`src/hdl/quality_monitor_pkg.sv`:
```
/*
  shared constants for the reference input quality monitor register bank:
  register offsets, reset values, field positions and timing counts.
  assumes a 200 MHz system clock and an 8-bit register port.
*/
package quality_monitor_pkg;

  // ************************************************************
  // register offsets
  // ************************************************************
  localparam logic [7:0] ADDR_FREQ_ALARM_LIMITS  = 8'h49;
  localparam logic [7:0] ADDR_SEL_ALARM_LIMITS   = 8'h4a;  // sits between the two printed ones
  localparam logic [7:0] ADDR_STATUS_VIEW        = 8'h4b;
  localparam logic [7:0] ADDR_MEASURED_OFFSET    = 8'h4c;
  localparam logic [7:0] ADDR_LOOP_SOFT_RANGE    = 8'h4d;
  localparam logic [7:0] ADDR_BUCKET0_RAISE      = 8'h50;
  localparam logic [7:0] ADDR_BUCKET0_CLEAR      = 8'h51;
  localparam logic [7:0] ADDR_BUCKET0_MAX        = 8'h52;
  localparam logic [7:0] ADDR_BUCKET0_DRAIN      = 8'h53;
  localparam logic [7:0] ADDR_BUCKET1_RAISE      = 8'h54;

  // ************************************************************
  // reset values
  // ************************************************************
  localparam logic [7:0] RST_FREQ_ALARM_LIMITS   = 8'h23;
  localparam logic [7:0] RST_SEL_ALARM_LIMITS    = 8'h23;
  localparam logic [7:0] RST_STATUS_VIEW         = 8'h00;
  localparam logic [7:0] RST_LOOP_SOFT_RANGE     = 8'h8e;
  localparam logic [7:0] RST_BUCKET0_RAISE       = 8'h06;
  localparam logic [7:0] RST_BUCKET0_CLEAR       = 8'h04;
  localparam logic [7:0] RST_BUCKET0_MAX         = 8'h08;
  localparam logic [7:0] RST_BUCKET0_DRAIN       = 8'h01;
  localparam logic [7:0] RST_BUCKET1_RAISE       = 8'h06;

  // ************************************************************
  // field positions
  // ************************************************************
  localparam int SOFT_FIELD_LSB      = 4;  // soft limit field [7:4]
  localparam int HARD_FIELD_LSB      = 0;  // hard limit field [3:0]
  localparam int PATH_VIEW_BIT       = 4;  // path_view_select
  localparam int CHANNEL_FIELD_LSB   = 0;  // channel select [3:0]
  localparam int PHASE_DROP_BIT      = 7;  // limit_forces_phase_drop
  localparam logic [3:0] CHANNEL_NONE = 4'hf;

  // ************************************************************
  // timing
  // ************************************************************
  localparam longint CLK_HZ          = 200000000;
  localparam longint EVAL_PERIOD_MS  = 128;
  localparam longint EVAL_CYCLES     = (EVAL_PERIOD_MS * CLK_HZ) / 1000;

endpackage : quality_monitor_pkg

```
`src/hdl/activity_bucket.sv`:
```
/*
  one leaky-bucket activity accumulator for a single input.
  assumes eval_tick is a one-cycle pulse once per evaluation period and
  fault_seen is a level held over the period just ended.
*/
`timescale 1ns/1ps
module activity_bucket (
  // clock and reset
  input  wire logic       clk_sys,
  input  wire logic       rst,
  // period events
  input  wire logic       eval_tick,
  input  wire logic       fault_seen,
  // configuration
  input  wire logic [7:0] raise_level,
  input  wire logic [7:0] clear_level,
  input  wire logic [7:0] max_fill,
  input  wire logic [1:0] drain_rate,
  // state
  output logic      [7:0] fill,
  output logic            alarm
);
  import quality_monitor_pkg::*;

  logic [7:0] fill_q, fill_d;    // accumulator
  logic [2:0] quiet_q, quiet_d;  // fault-free periods seen
  logic       alarm_q, alarm_d;  // activity alarm
  logic [3:0] quiet_need;        // periods per decrement

  // ************************************************************
  // next-state logic
  // ************************************************************
  always_comb begin
    fill_d  = fill_q;
    quiet_d = quiet_q;
    alarm_d = alarm_q;
    quiet_need = 4'h1 << drain_rate;
    if (eval_tick) begin
      if (fault_seen) begin
        quiet_d = 3'h0;
        if (fill_q < max_fill) begin
          fill_d = fill_q + 8'h01;
        end
      end else if ({1'b0, quiet_q} + 4'h1 >= quiet_need) begin
        quiet_d = 3'h0;
        if (fill_q != 8'h00) begin
          fill_d = fill_q - 8'h01;
        end
      end else begin
        quiet_d = quiet_q + 3'h1;
      end
    end
    if (fill_d >= raise_level) begin
      alarm_d = 1'b1;
    end else if (fill_d <= clear_level) begin
      alarm_d = 1'b0;
    end
  end

  // ************************************************************
  // registers
  // ************************************************************
  always_ff @(posedge clk_sys) begin
    if (rst) begin
      fill_q  <= 8'h00;
      quiet_q <= 3'h0;
      alarm_q <= 1'b0;
    end else begin
      fill_q  <= fill_d;
      quiet_q <= quiet_d;
      alarm_q <= alarm_d;
    end
  end

  assign fill  = fill_q;
  assign alarm = alarm_q;

  property p_fill_up;
    @(posedge clk_sys) disable iff (rst)
      (eval_tick && fault_seen && fill_q < max_fill) |=> (fill_q == $past(fill_q) + 8'h01);
  endproperty
  a_fill_up: assert property (p_fill_up) else $error("bucket did not fill by one");

  property p_fill_cap;
    @(posedge clk_sys) disable iff (rst)
      (fill_q >= max_fill && eval_tick) |=> (fill_q <= $past(fill_q));
  endproperty
  a_fill_cap: assert property (p_fill_cap) else $error("bucket passed maximum fill");

  property p_alarm_raise;
    @(posedge clk_sys) disable iff (rst)
      (fill_q >= raise_level) |-> alarm_q;
  endproperty
  a_alarm_raise: assert property (p_alarm_raise) else $error("alarm missing at raise level");

  property p_drain_fast;
    @(posedge clk_sys) disable iff (rst)
      (eval_tick && !fault_seen && drain_rate == 2'b00 && fill_q != 8'h00)
        |=> (fill_q == $past(fill_q) - 8'h01);
  endproperty
  a_drain_fast: assert property (p_drain_fast) else $error("no drain on quiet period");

endmodule : activity_bucket

```
`src/hdl/ref_input_quality_monitor_cfg.sv`:
```
/*
  register bank and live logic for reference input quality monitoring:
  frequency alarm limits, status view select, measured offset readback,
  loop soft range and leaky bucket configuration 0 for fourteen inputs.
  assumes a plain 8-bit register port on clk_sys and fault, offset and
  loop indications arriving from other clock domains.
*/
`timescale 1ns/1ps
// Behaviour
// - evaluate accumulators every 128 ms
// - faulty period adds one to accumulator
// - quiet run of 1/2/4/8 subtracts one
// - raise activity alarm at upper level
// - soft limit is (field+1) times 3.81 ppm
// - hard limit same scale, symmetric sign
// - selected input uses its own limits
// - path view bit picks secondary path status
// - channel field picks readback input, 1111 none
// - phase-drop bit forces phase lost at limit
// - monitor clock select crystal or loop
module ref_input_quality_monitor_cfg #(
  parameter int  NUM_INPUTS  = 14,
  parameter longint EVAL_CYCLES_P = quality_monitor_pkg::EVAL_CYCLES
) (
  // clock and reset
  input  wire logic                  clk_sys,
  input  wire logic                  rst,
  // register port
  input  wire logic                  reg_cs,
  input  wire logic                  reg_wr,
  input  wire logic [7:0]            reg_addr,
  input  wire logic [7:0]            reg_wdata,
  output logic      [7:0]            reg_rdata,
  // per-input monitor evidence, asynchronous
  input  wire logic [NUM_INPUTS-1:0] input_fault,
  input  wire logic [NUM_INPUTS*8-1:0] input_offset,
  input  wire logic [3:0]            selected_input,
  // loop state, asynchronous
  input  wire logic [7:0]            loop_offset,
  input  wire logic                  loop_at_hard_limit,
  input  wire logic                  loop_phase_lost_raw,
  input  wire logic                  monitor_clk_select,
  // path status views
  input  wire logic [7:0]            primary_path_status,
  input  wire logic [7:0]            secondary_path_status,
  // outputs
  output logic      [7:0]            path_status_view,
  output logic      [NUM_INPUTS-1:0] soft_freq_alarm,
  output logic      [NUM_INPUTS-1:0] hard_freq_alarm,
  output logic      [NUM_INPUTS-1:0] activity_alarm,
  output logic                       loop_soft_alarm,
  output logic                       loop_phase_lost,
  output logic                       monitor_from_crystal
);
  import quality_monitor_pkg::*;

  // ************************************************************
  // functions
  // ************************************************************
  // absolute value of a signed offset byte, widened so -128 fits
  function automatic logic [8:0] mag8(input logic [7:0] v);
    mag8 = v[7] ? (9'h000 - {1'b1, v}) : {1'b0, v};
  endfunction : mag8

  // limit code to offset steps; a step of the input monitor is the scale
  function automatic logic [8:0] lim_steps(input logic [3:0] f);
    lim_steps = {5'h00, f} + 9'h001;
  endfunction : lim_steps

  // ************************************************************
  // input synchronisers
  // ************************************************************
  localparam int SYNC_W = NUM_INPUTS * 9 + 4 + 8 + 3;
  // offset, select and loop words are taken only when two samples agree, so
  // a word caught mid-change in the other domain never reaches a comparator
  localparam int WORD_W = NUM_INPUTS * 8 + 4 + 8;
  logic [SYNC_W-1:0] sync1_q, sync2_q;
  logic [WORD_W-1:0] word3_q, word_q;  // last word sample, accepted word
  always_ff @(posedge clk_sys) begin
    if (rst) begin
      sync1_q <= '0;
      sync2_q <= '0;
      word3_q <= '0;
      word_q  <= '0;
    end else begin
      sync1_q <= {input_fault, input_offset, selected_input, loop_offset,
                  loop_at_hard_limit, loop_phase_lost_raw, monitor_clk_select};
      sync2_q <= sync1_q;
      word3_q <= sync2_q[WORD_W+2:3];
      if (sync2_q[WORD_W+2:3] == word3_q) begin
        word_q <= word3_q;
      end
    end
  end
  logic [NUM_INPUTS-1:0]   fault_s;
  logic [NUM_INPUTS*8-1:0] offset_s;
  logic [3:0]              sel_s;
  logic [7:0]              loop_off_s;
  logic                    hard_s, lost_s, clksel_s;
  assign fault_s = sync2_q[SYNC_W-1 -: NUM_INPUTS];
  assign {offset_s, sel_s, loop_off_s} = word_q;
  assign {hard_s, lost_s, clksel_s} = sync2_q[2:0];

  // ************************************************************
  // configuration registers
  // ************************************************************
  logic [7:0] limits_q, sel_limits_q, view_q, soft_range_q;
  logic [7:0] raise_q, clear_q, max_q, drain_q, raise1_q;
  logic [7:0] meas_q, meas_d;   // captured readback offset
  logic       wr_en;

  assign wr_en = reg_cs && reg_wr;

  always_ff @(posedge clk_sys) begin
    if (rst) begin
      limits_q     <= RST_FREQ_ALARM_LIMITS;
      sel_limits_q <= RST_SEL_ALARM_LIMITS;
      view_q       <= RST_STATUS_VIEW;
      soft_range_q <= RST_LOOP_SOFT_RANGE;
      raise_q      <= RST_BUCKET0_RAISE;
      clear_q      <= RST_BUCKET0_CLEAR;
      max_q        <= RST_BUCKET0_MAX;
      drain_q      <= RST_BUCKET0_DRAIN;
      raise1_q     <= RST_BUCKET1_RAISE;
    end else if (wr_en) begin
      unique case (reg_addr)
        ADDR_FREQ_ALARM_LIMITS: limits_q     <= reg_wdata;
        ADDR_SEL_ALARM_LIMITS:  sel_limits_q <= reg_wdata;
        ADDR_STATUS_VIEW:       view_q       <= {3'h0, reg_wdata[4:0]};
        ADDR_LOOP_SOFT_RANGE:   soft_range_q <= reg_wdata;
        ADDR_BUCKET0_RAISE:     raise_q      <= reg_wdata;
        ADDR_BUCKET0_CLEAR:     clear_q      <= reg_wdata;
        ADDR_BUCKET0_MAX:       max_q        <= reg_wdata;
        ADDR_BUCKET0_DRAIN:     drain_q      <= {6'h00, reg_wdata[1:0]};
        ADDR_BUCKET1_RAISE:     raise1_q     <= reg_wdata;
        default: ;              // read-only or unmapped: ignored
      endcase
    end
  end

  // read mux, registered data out
  always_ff @(posedge clk_sys) begin
    if (rst) begin
      reg_rdata <= 8'h00;
    end else begin
      unique case (reg_addr)
        ADDR_FREQ_ALARM_LIMITS: reg_rdata <= limits_q;
        ADDR_SEL_ALARM_LIMITS:  reg_rdata <= sel_limits_q;
        ADDR_STATUS_VIEW:       reg_rdata <= view_q;
        ADDR_MEASURED_OFFSET:   reg_rdata <= meas_q;
        ADDR_LOOP_SOFT_RANGE:   reg_rdata <= soft_range_q;
        ADDR_BUCKET0_RAISE:     reg_rdata <= raise_q;
        ADDR_BUCKET0_CLEAR:     reg_rdata <= clear_q;
        ADDR_BUCKET0_MAX:       reg_rdata <= max_q;
        ADDR_BUCKET0_DRAIN:     reg_rdata <= drain_q;
        ADDR_BUCKET1_RAISE:     reg_rdata <= raise1_q;
        default:                reg_rdata <= 8'h00;  // unmapped reads zero
      endcase
    end
  end

  // ************************************************************
  // readback and path view
  // ************************************************************
  always_comb begin
    meas_d = meas_q;
    if (view_q[3:0] == CHANNEL_NONE || view_q[3:0] == 4'h0) begin
      meas_d = 8'h00;
    end else if (32'(view_q[3:0]) <= NUM_INPUTS) begin
      meas_d = offset_s[(32'(view_q[3:0]) - 1) * 8 +: 8];
    end
  end

  logic [7:0] view_out_d;
  always_comb begin
    view_out_d = view_q[PATH_VIEW_BIT] ? secondary_path_status : primary_path_status;
  end

  // ************************************************************
  // evaluation period timer
  // ************************************************************
  logic [31:0] tick_cnt_q, tick_cnt_d;
  logic        eval_tick;
  always_comb begin
    eval_tick  = (tick_cnt_q == 32'(EVAL_CYCLES_P - 1));
    tick_cnt_d = eval_tick ? 32'h0 : tick_cnt_q + 32'h1;
  end

  // fault latched over the period, set wins over period clear
  logic [NUM_INPUTS-1:0] seen_q, seen_d;
  always_comb begin
    seen_d = eval_tick ? fault_s : (seen_q | fault_s);
  end

  // ************************************************************
  // frequency alarms and loop
  // ************************************************************
  logic [NUM_INPUTS-1:0] soft_d, hard_d;
  logic                  loop_soft_d, lost_d;
  logic [7:0]            lim;  // limits in force for one input
  always_comb begin
    lim = limits_q;
    for (int i = 0; i < NUM_INPUTS; i++) begin
      lim = (sel_s == 4'(i + 1)) ? sel_limits_q : limits_q;
      soft_d[i] = mag8(offset_s[i*8 +: 8]) > lim_steps(lim[SOFT_FIELD_LSB +: 4]);
      hard_d[i] = mag8(offset_s[i*8 +: 8]) > lim_steps(lim[HARD_FIELD_LSB +: 4]);
    end
    loop_soft_d = mag8(loop_off_s) > {2'h0, soft_range_q[6:0]};
    lost_d = lost_s || (soft_range_q[PHASE_DROP_BIT] && hard_s);
  end

  always_ff @(posedge clk_sys) begin
    if (rst) begin
      meas_q               <= 8'h00;
      path_status_view     <= 8'h00;
      tick_cnt_q           <= 32'h0;
      seen_q               <= '0;
      soft_freq_alarm      <= '0;
      hard_freq_alarm      <= '0;
      loop_soft_alarm      <= 1'b0;
      loop_phase_lost      <= 1'b0;
      monitor_from_crystal <= 1'b0;
    end else begin
      meas_q               <= meas_d;
      path_status_view     <= view_out_d;
      tick_cnt_q           <= tick_cnt_d;
      seen_q               <= seen_d;
      soft_freq_alarm      <= soft_d;
      hard_freq_alarm      <= hard_d;
      loop_soft_alarm      <= loop_soft_d;
      loop_phase_lost      <= lost_d;
      monitor_from_crystal <= clksel_s;
    end
  end

  // ************************************************************
  // leaky buckets, one per input
  // ************************************************************
  generate
    for (genvar g = 0; g < NUM_INPUTS; g++) begin : g_bucket
      activity_bucket u_bucket (
        .clk_sys     (clk_sys),
        .rst         (rst),
        .eval_tick   (eval_tick),
        .fault_seen  (seen_q[g] | fault_s[g]),
        .raise_level (raise_q),
        .clear_level (clear_q),
        .max_fill    (max_q),
        .drain_rate  (drain_q[1:0]),
        .fill        (),
        .alarm       (activity_alarm[g])
      );
    end
  endgenerate

  // ************************************************************
  // checks
  // ************************************************************
  property p_tick_period;
    @(posedge clk_sys) disable iff (rst)
      eval_tick |=> !eval_tick;
  endproperty
  a_tick_period: assert property (p_tick_period) else $error("evaluation ticks back to back");

  property p_phase_drop;
    @(posedge clk_sys) disable iff (rst)
      (soft_range_q[PHASE_DROP_BIT] && hard_s) |=> loop_phase_lost;
  endproperty
  a_phase_drop: assert property (p_phase_drop) else $error("phase lost not forced");

  property p_view;
    @(posedge clk_sys) disable iff (rst)
      view_q[PATH_VIEW_BIT] |=> (path_status_view == $past(secondary_path_status));
  endproperty
  a_view: assert property (p_view) else $error("secondary view not shown");

  property p_no_channel;
    @(posedge clk_sys) disable iff (rst)
      (view_q[3:0] == CHANNEL_NONE) |=> (meas_q == 8'h00);
  endproperty
  a_no_channel: assert property (p_no_channel) else $error("readback not zero for no input");

endmodule : ref_input_quality_monitor_cfg

```
`config.mk`:
```
export PLATFORM = sky130hd
export DESIGN_NAME = ref_input_quality_monitor_cfg
export DESIGN_NICKNAME = d
export VERILOG_FILES = /design/src/hdl/quality_monitor_pkg.sv /design/src/hdl/activity_bucket.sv /design/src/hdl/ref_input_quality_monitor_cfg.sv
export SDC_FILE = /design/constraint.sdc
export NUM_CORES = 2
export LEC_CHECK = 0
export BUFFER_PORTS_ARGS = -buffer_cell sky130_fd_sc_hd__buf_2
export CAP_MARGIN = 20
export CORE_UTILIZATION = 50
export CTS_CLUSTER_DIAMETER = 120
export CTS_CLUSTER_SIZE = 40
export DETAILED_ROUTE_END_ITERATION = 6
export HOLD_SLACK_MARGIN = 0.12
export PLACE_DENSITY_LB_ADDON = 0.15
export RECOVER_POWER = 25
export SYNTH_ARGS = -nofsm -noshare
export SYNTH_HDL_FRONTEND = slang
export SYNTH_SLANG_ARGS = --single-unit
export TNS_END_PERCENT = 50
```
`constraint.sdc`:
```
create_clock -name clk_sys -period 4.7 [get_ports clk_sys]
set_input_delay 0 -clock clk_sys [delete_from_list [all_inputs] [get_ports clk_sys]]
set_output_delay 0 -clock clk_sys [all_outputs]
set_load 0.01 [all_outputs]
```
==> Yosys cells after proc, flatten, opt, wreduce, memory -nomap -nowiden <==
Index checks and enable logic that the tools add are counted.
{ "classes": {"add_sub_neg": 101, "n_lt_le_gt_ge": 86, "eq_ne": 27, "shift": 2, "muxes": 158, "bitwise": 15, "reduce_logical": 44} }
{ "ops": {"columns": ["cell", "count"], "rows": [
  ["$mux 8", 85],
  ["$gt 9x5->1", 28],
  ["$add 4x1->5 const B", 28],
  ["$mux 9", 15],
  ["$sub 1x9->9 const A", 15],
  ["$eq 124x124->1", 1],
  ["$add 8x1->8 const B", 14],
  ["$ge 8x8->1", 14],
  ["$le 8x8->1", 14],
  ["$lt 8x8->1", 14],
  ["$reduce_bool 8->1", 14],
  ["$shiftx 112x33->8", 1],
  ["$sub 8x1->8 const B", 14],
  ["$mux 3", 28],
  ["$eq 8x7->1 const B", 10],
  ["$pmux 8 s10", 1],
  ["$add 3x1->4 const B", 14],
  ["$ge 4x4->1", 14],
  ["$add 3x1->3 const B", 14],
  ["$add 32x1->32 const B", 1],
  ["$eq 32x25->1 const B", 1],
  ["$eq 4x4->1 const B", 8],
  ["$mux 1", 28],
  ["$reduce_bool 2->1", 14],
  ["other kinds (15)", 43]
]} }
{ "word_totals": {"reg_bits": 862, "in_bits": 177, "out_inout_bits": 61, "elab_cells": 498} }

==> Logic depth before layout (Yosys ltp) <==
{ "logic_depth": {"word_depth": 8, "ltp_mapped": 18, "ltp_nobuf": 17} }

==> Hierarchy <==
Synthesis repeated with hierarchy kept, for this count alone.
{ "unflattened": {"cells_unflattened": 6265, "hier_area_um2": 54770.0} }
{ "modules_own_cells": {"columns": ["mod", "instances", "cells_each", "area_each_um2", "seq_area_each_um2"], "rows": [
  ["ref_input_quality_monitor_cfg", 1, 3409, 32278.5, 13893.3],
  ["activity_bucket", 14, 204, 1606.5, 240.2]
]} }

==> Worst setup path after synthesis <==
OpenSTA, ideal clock, no wires.
{ "synth_path": {"path_type": "reg2reg", "startpoint": "register drain_q[1]", "endpoint": "register g_bucket[11].u_bucket.alarm_q", "setup_time_ns": 0.120, "t_arrival_ns": 4.041, "t_required_ns": 4.580, "path_slack_ns": 0.540, "stages_incl_launch_ff": 18, "n_path_buf": 1, "period_less_slack_ns": 4.160, "path_cell_list": "dfxtp_1 nor2_1 ha_1 nand2b_1 a21o_1 a32oi_1 and2_1 buf_1 nor4_1 or3_1 ha_1 nor2b_1 o21a_1 o21ai_0 a21oi_1 o31a_1 o221a_2 o31a_1"} }
{ "synth_between": {"elab_chain_cells": 7, "word_cells_on_any_way": 9, "classes_between": "order compare: 3; shift: 1; mux: 4; reduce/logical: 1"} }
{ "synth_rtl": {"columns": ["item", "line_no", "source"], "rows": [
  ["start: declaration", "ref_input_quality_monitor_cfg.sv:108", "logic [7:0] raise_q, clear_q, max_q, drain_q, raise1_q;"],
  ["start signal: assignment", "ref_input_quality_monitor_cfg.sv:134", "ADDR_BUCKET0_DRAIN: drain_q <= {6'h00, reg_wdata[1:0]};"],
  ["$shl 1x2->4 (*)", "activity_bucket.sv:37", "quiet_need = 4'h1 << drain_rate;"],
  ["$ge 4x4->1 (*)", "activity_bucket.sv:44", "end else if ({1'b0, quiet_q} + 4'h1 >= quiet_need) begin"],
  ["$mux 8 (*)", "activity_bucket.sv:44", null],
  ["$mux 8 (*)", "activity_bucket.sv:39", "if (fault_seen) begin"],
  ["$mux 8 (*)", "activity_bucket.sv:38", "if (eval_tick) begin"],
  ["net g_bucket[11].u_bucket.fill_d[1]", "activity_bucket.sv:25", "logic [7:0] fill_q, fill_d;"],
  ["$ge 8x8->1 / $le 8x8->1 (equally long branches)", "activity_bucket.sv:53, activity_bucket.sv:55", null],
  ["$mux 1 / $reduce_bool 2->1 (equally long branches)", null, null],
  ["end signal: assignment", "activity_bucket.sv:71", "alarm_q <= alarm_d;"],
  ["end: declaration", "activity_bucket.sv:27", "logic alarm_q, alarm_d;"]
]} }
Mark *: on every way through the listed nets, which the timed path passes. The rest lies on a longest branch.
A chain may end at the register's enable or synchronous reset.

==> Final worst setup path <==
{ "layout_path": {"startpoint": "register drain_q[1]", "endpoint": "register g_bucket[1].u_bucket.alarm_q"} }
{ "layout_between": {"elab_chain_cells": 7, "word_cells_on_any_way": 9, "classes_between": "order compare: 3; shift: 1; mux: 4; reduce/logical: 1"} }
{ "layout_rtl": {"columns": ["item", "line_no"], "rows": [
  ["$shl 1x2->4 (*)", "activity_bucket.sv:37"],
  ["$ge 4x4->1 (*)", "activity_bucket.sv:44"],
  ["$mux 8 (*)", "activity_bucket.sv:44"],
  ["$mux 8 (*)", "activity_bucket.sv:39"],
  ["$mux 8 (*)", "activity_bucket.sv:38"],
  ["net g_bucket[1].u_bucket.fill_d[3]", "activity_bucket.sv:25"],
  ["$ge 8x8->1 / $le 8x8->1 (equally long branches)", "activity_bucket.sv:53, activity_bucket.sv:55"],
  ["$mux 1 / $reduce_bool 2->1 (equally long branches)", null],
  ["end signal: assignment", "activity_bucket.sv:71"],
  ["end: declaration", "activity_bucket.sv:27"]
]} }
Marks and branches as above.

==> PnR_summary.wiki <==
{| class="wikitable"
! Metric !! Value
|-
| TritonCTS buffer count || 36
|-
| Chain of cells forming the critical path || nand2b_1 > ha_1 > or3b_2 > o2111ai_1 > o211ai_1 > nor2_1 > o21ai_0 > and4_1 > nor3_1 > ha_1 > o21ai_0 > a21oi_1 > o31a_1 > o221a_2 > o31a_1
|-
| Commonest cells after routing, fill and taps aside || dfxtp_1 (859), ha_1 (607), nor2b_1 (516), nand2_1 (435), nor2_1 (430)
|-
| Via count || 45.6k
|-
| Post-route clock skew || 0.0593 ns
|-
| Hold slack final || 0.162 ns
|-
| Die X || 324 um
|-
| Setup TNS || 0 ns
|-
| Number of hold violations in the final report || 0
|-
| Setup crit start || drain_q[1]
|-
| Number of maximum-capacitance violations || 1
|-
| Count of antenna-violating nets left after detailed routing || 0
|-
| Sequential-to-total area share from yosys stat || 33.3%
|-
| Area grow syn2layout || 14.2%
|-
| Number of optimization iterations in the first detailed-route pass || 6
|-
| Number of enable flip-flop cells after synthesis || 0
|-
| DP Wirelength || 117000 um
|-
| Warnings, synthesis || 0
|-
| Final routed wirelength across all metal layers || 167000 um
|-
| Initial cell density of the core || 50.7%
|-
| Capture point of the critical path || g_bucket[1].u_bucket.alarm
|-
| Reg2Reg Capture Point || g_bucket[1].u_bucket.alarm
|-
| Clock edge transition at the registers on the reported setup and hold paths || 0.13 ns
|-
| Net Count, Synth || 6759
|-
| Iteration-0 DRC Markers || 4489
|-
| FFs w/ async S/R, synth || 0%
|-
| Max FO, Critical Path || 9
|-
| Period minus WS final || 4.43 ns
|-
| Initial antenna violation count || 2
|-
| DR DRC count || 0
|-
| Largest net degree at the start of global routing || 188
|-
| Critical path data arrival time || 5.00 ns
|-
| R2r startpoint || drain_q[1]
|-
| First-pass GRT wire length || 251000 um
|-
| PD cells || 218 nW/um^2
|-
| Via count of the first global-routing pass || 41.9k
|-
| Number of setup buffers added after CTS || 0
|-
| Post-synthesis instance area || 51900 um^2
|-
| Fraction of the cycle the final worst path needs || 94.3%
|-
| Maximum buffer depth of the clock tree || 3
|-
| RSZ-0062 raised after global routing || false
|-
| Number of nets in the final layout || 7199
|-
| Synthesized area per cell || 8.68 um^2
|-
| Lkg Pwr || 25.9 nW
|-
| Path type of the worst setup path || flop to flop
|-
| Cell count after synthesis || 5975
|-
| Number of port buffers || 237
|-
| Util after Layout || 57.9%
|-
| Via-to-Cell Ratio || 5.84
|-
| Total congestion overflow after global routing || 0
|-
| Full die area || 105000 um^2
|-
| Delay of the slowest cell on the worst path || 0.47 ns
|-
| Worst hold path type || input port to flop
|-
| Failing checks || max-capacitance violations, max-slew violations
|-
| Register-to-Register Path Depth || 15
|-
| Highest-delay cell along the critical path || or3b_2
|-
| Global-route total usage across every layer || 31.0%
|-
| H-tree level count || 2
|-
| Worst rel slew slack || -149%
|-
| Count of pins over their slew limit || 65
|-
| Fraction of layout cells with a size suffix above 1 || 7.58%
|-
| Final setup slack of the worst path || 0.267 ns
|-
| Distinct cell type count after synthesis || 85
|-
| Most area-consuming cells after synthesis || dfxtp_1 (33%), ha_1 (15%), nor2b_1 (6.2%), mux2i_1 (5.1%), a21oi_1 (3.4%)
|-
| Actual slew at the worst max-slew pin || 3.74 ns
|-
| Maximum resistive drop on vdd || 0.300 mV
|-
| Most common library cell in the layout ignoring fill and taps || dfxtp_1
|-
| Required time of the critical path || 5.27 ns
|-
| Area leader, netlist || dfxtp_1
|-
| CP endpoint kind || flop
|-
| Die Height || 324 um
|-
| Io pins || 238
|-
| Wire length per cell after detailed routing || 21.4 um
|-
| Outcome || finished, violations left
|-
| Buffer cell driving the clock tree root || clkbuf_16
|-
| TritonCTS clock tree || yes
|-
| Pre-CTS setup slack || 0.345 ns
|-
| #FFs+latches synth || 862
|-
| Yosys top cell area share || 33.3%
|-
| Clk Latency, worst-skew pair || 0.69 ns
|-
| Flop-to-flop setup slack || 0.27 ns
|-
| Endpoints failing setup || 0
|-
| CTS sink cnt || 862
|-
| Placement Rows || 117
|-
| Nature of the critical path startpoint || flop
|-
| Maximum operating frequency || 226 MHz
|-
| Placeable Area || 102000 um^2
|-
| Placer congestion estimate || 0.952
|-
| Primary flip-flop cell chosen by synthesis mapping || dfxtp_1
|}
[state kept, by name (all words and copies together) (netlist names), 32 cells and up]
| signal | count |
|---|---|
| sync1_q | 141 |
| sync2_q | 141 |
| word3_q | 124 |
| word_q | 124 |
| g_bucket.u_bucket.fill | 112 |
| g_bucket.u_bucket.quiet_q | 42 |
| tick_cnt_q | 32 |
[cell families after synthesis]
family          after synthesis  share of synthesized area (%)
fa+ha+maj                   610                           14.7
compound gates             1113                           13.6
xor+xnor                    279                           4.71
buf+inv                     499                           3.79
flops                       862                           33.3
mux                         332                           7.12
simple gates               2280                           22.8
[routing by layer]
metal	vias to the layer above	global-route usage, %	wire (um)
met5	-	0	0
met4	0	6.79	3430
met3	212	4.41	14000
met2	1673	45.1	68200
met1	21643	47.5	81000
li1	22035	-	-
[stage by stage]
| step | power, mW | cell area, um^2 | instances |
|---|---|---|---|
| finish | 12.9 | 59200 | 7803 |
| global route | 13.3 | 59200 | 7802 |
| floorplan | 8.16 | 51900 | 5975 |
| detailed placement | 8.46 | 54600 | 7401 |
| CTS | 13.0 | 59300 | 7802 |
| global placement | 8.45 | 54600 | 7401 |
[power by group]
group	total [mW]	switching, mW	leakage (nW)	internal, mW
logic	0.961	0.486	18.3	0.475
registers	7.58	0.117	7.02	7.47
clock network	4.37	2.77	0.612	1.60
total	12.9	3.37	25.9	9.54
[worst max-delay path, delay by kind of cell, from the launching register on]
kind                     cells  cell delay [ns]
AND/OR/NAND/NOR              5             1.80
AO/OA/AOI/OAI                8             1.52
adder cells (fa/ha/maj)      2             0.65
flip-flops                   1             0.36
[layout make-up]
cell class | instances | area [um^2]
fill | 9050 | 43100
multi-input combinational | 4614 | 32700
sequential | 862 | 17300
timing repair buffer | 699 | 5550
tap | 1368 | 1710
clock buffer | 38 | 918
inverter | 202 | 758
clock inverter | 19 | 364
antenna | 1 | 2.50
[synthesized netlist by cell type, types with 26 or more instances]
library cell and number:
a211oi_1 47, a21o_1 38, a21oi_1 349, a31oi_1 56, and2_1 58, and3_1 74, buf_1 27, clkbuf_1 238
dfxtp_1 862, ha_1 607, inv_1 202, mux2_2 45, mux2i_1 262, nand2_1 436, nand2b_1 102, nand3_1 235
nand4_1 69, nor2_1 430, nor2b_1 516, nor3_1 124, nor3b_1 26, nor4_1 57, o21a_1 44, o21ai_0 239
o22ai_1 47, o31ai_1 48, or2_2 26, or3_1 59, xnor2_1 103, xor2_1 176
[worst min-delay path by stage]
stage                 startpoint  cells past startpoint  slack [ns]              end
2_1_floorplan       reg_wdata[5]                      2        0.12  sel_limits_q[5]
3_3_place_gp    input_offset[76]                      2        0.21      sync1_q[91]
3_5_place_dp      loop_offset[0]                      2        0.21       sync1_q[3]
4_1_cts         input_offset[99]                      3        0.12     sync1_q[114]
5_1_grt         input_offset[99]                      3        0.15     sync1_q[114]
6_report       input_offset[100]                      3        0.16     sync1_q[115]
[what timing repair did]
item | in CTS | in global routing
endpoints found under the hold margin | 261 | 0
gates resized for setup | 0 | 1
hold buffers | 344 | 0
setup endpoints to repair | 0 | 1
Note: power is estimated with default switching activity, not from simulation.
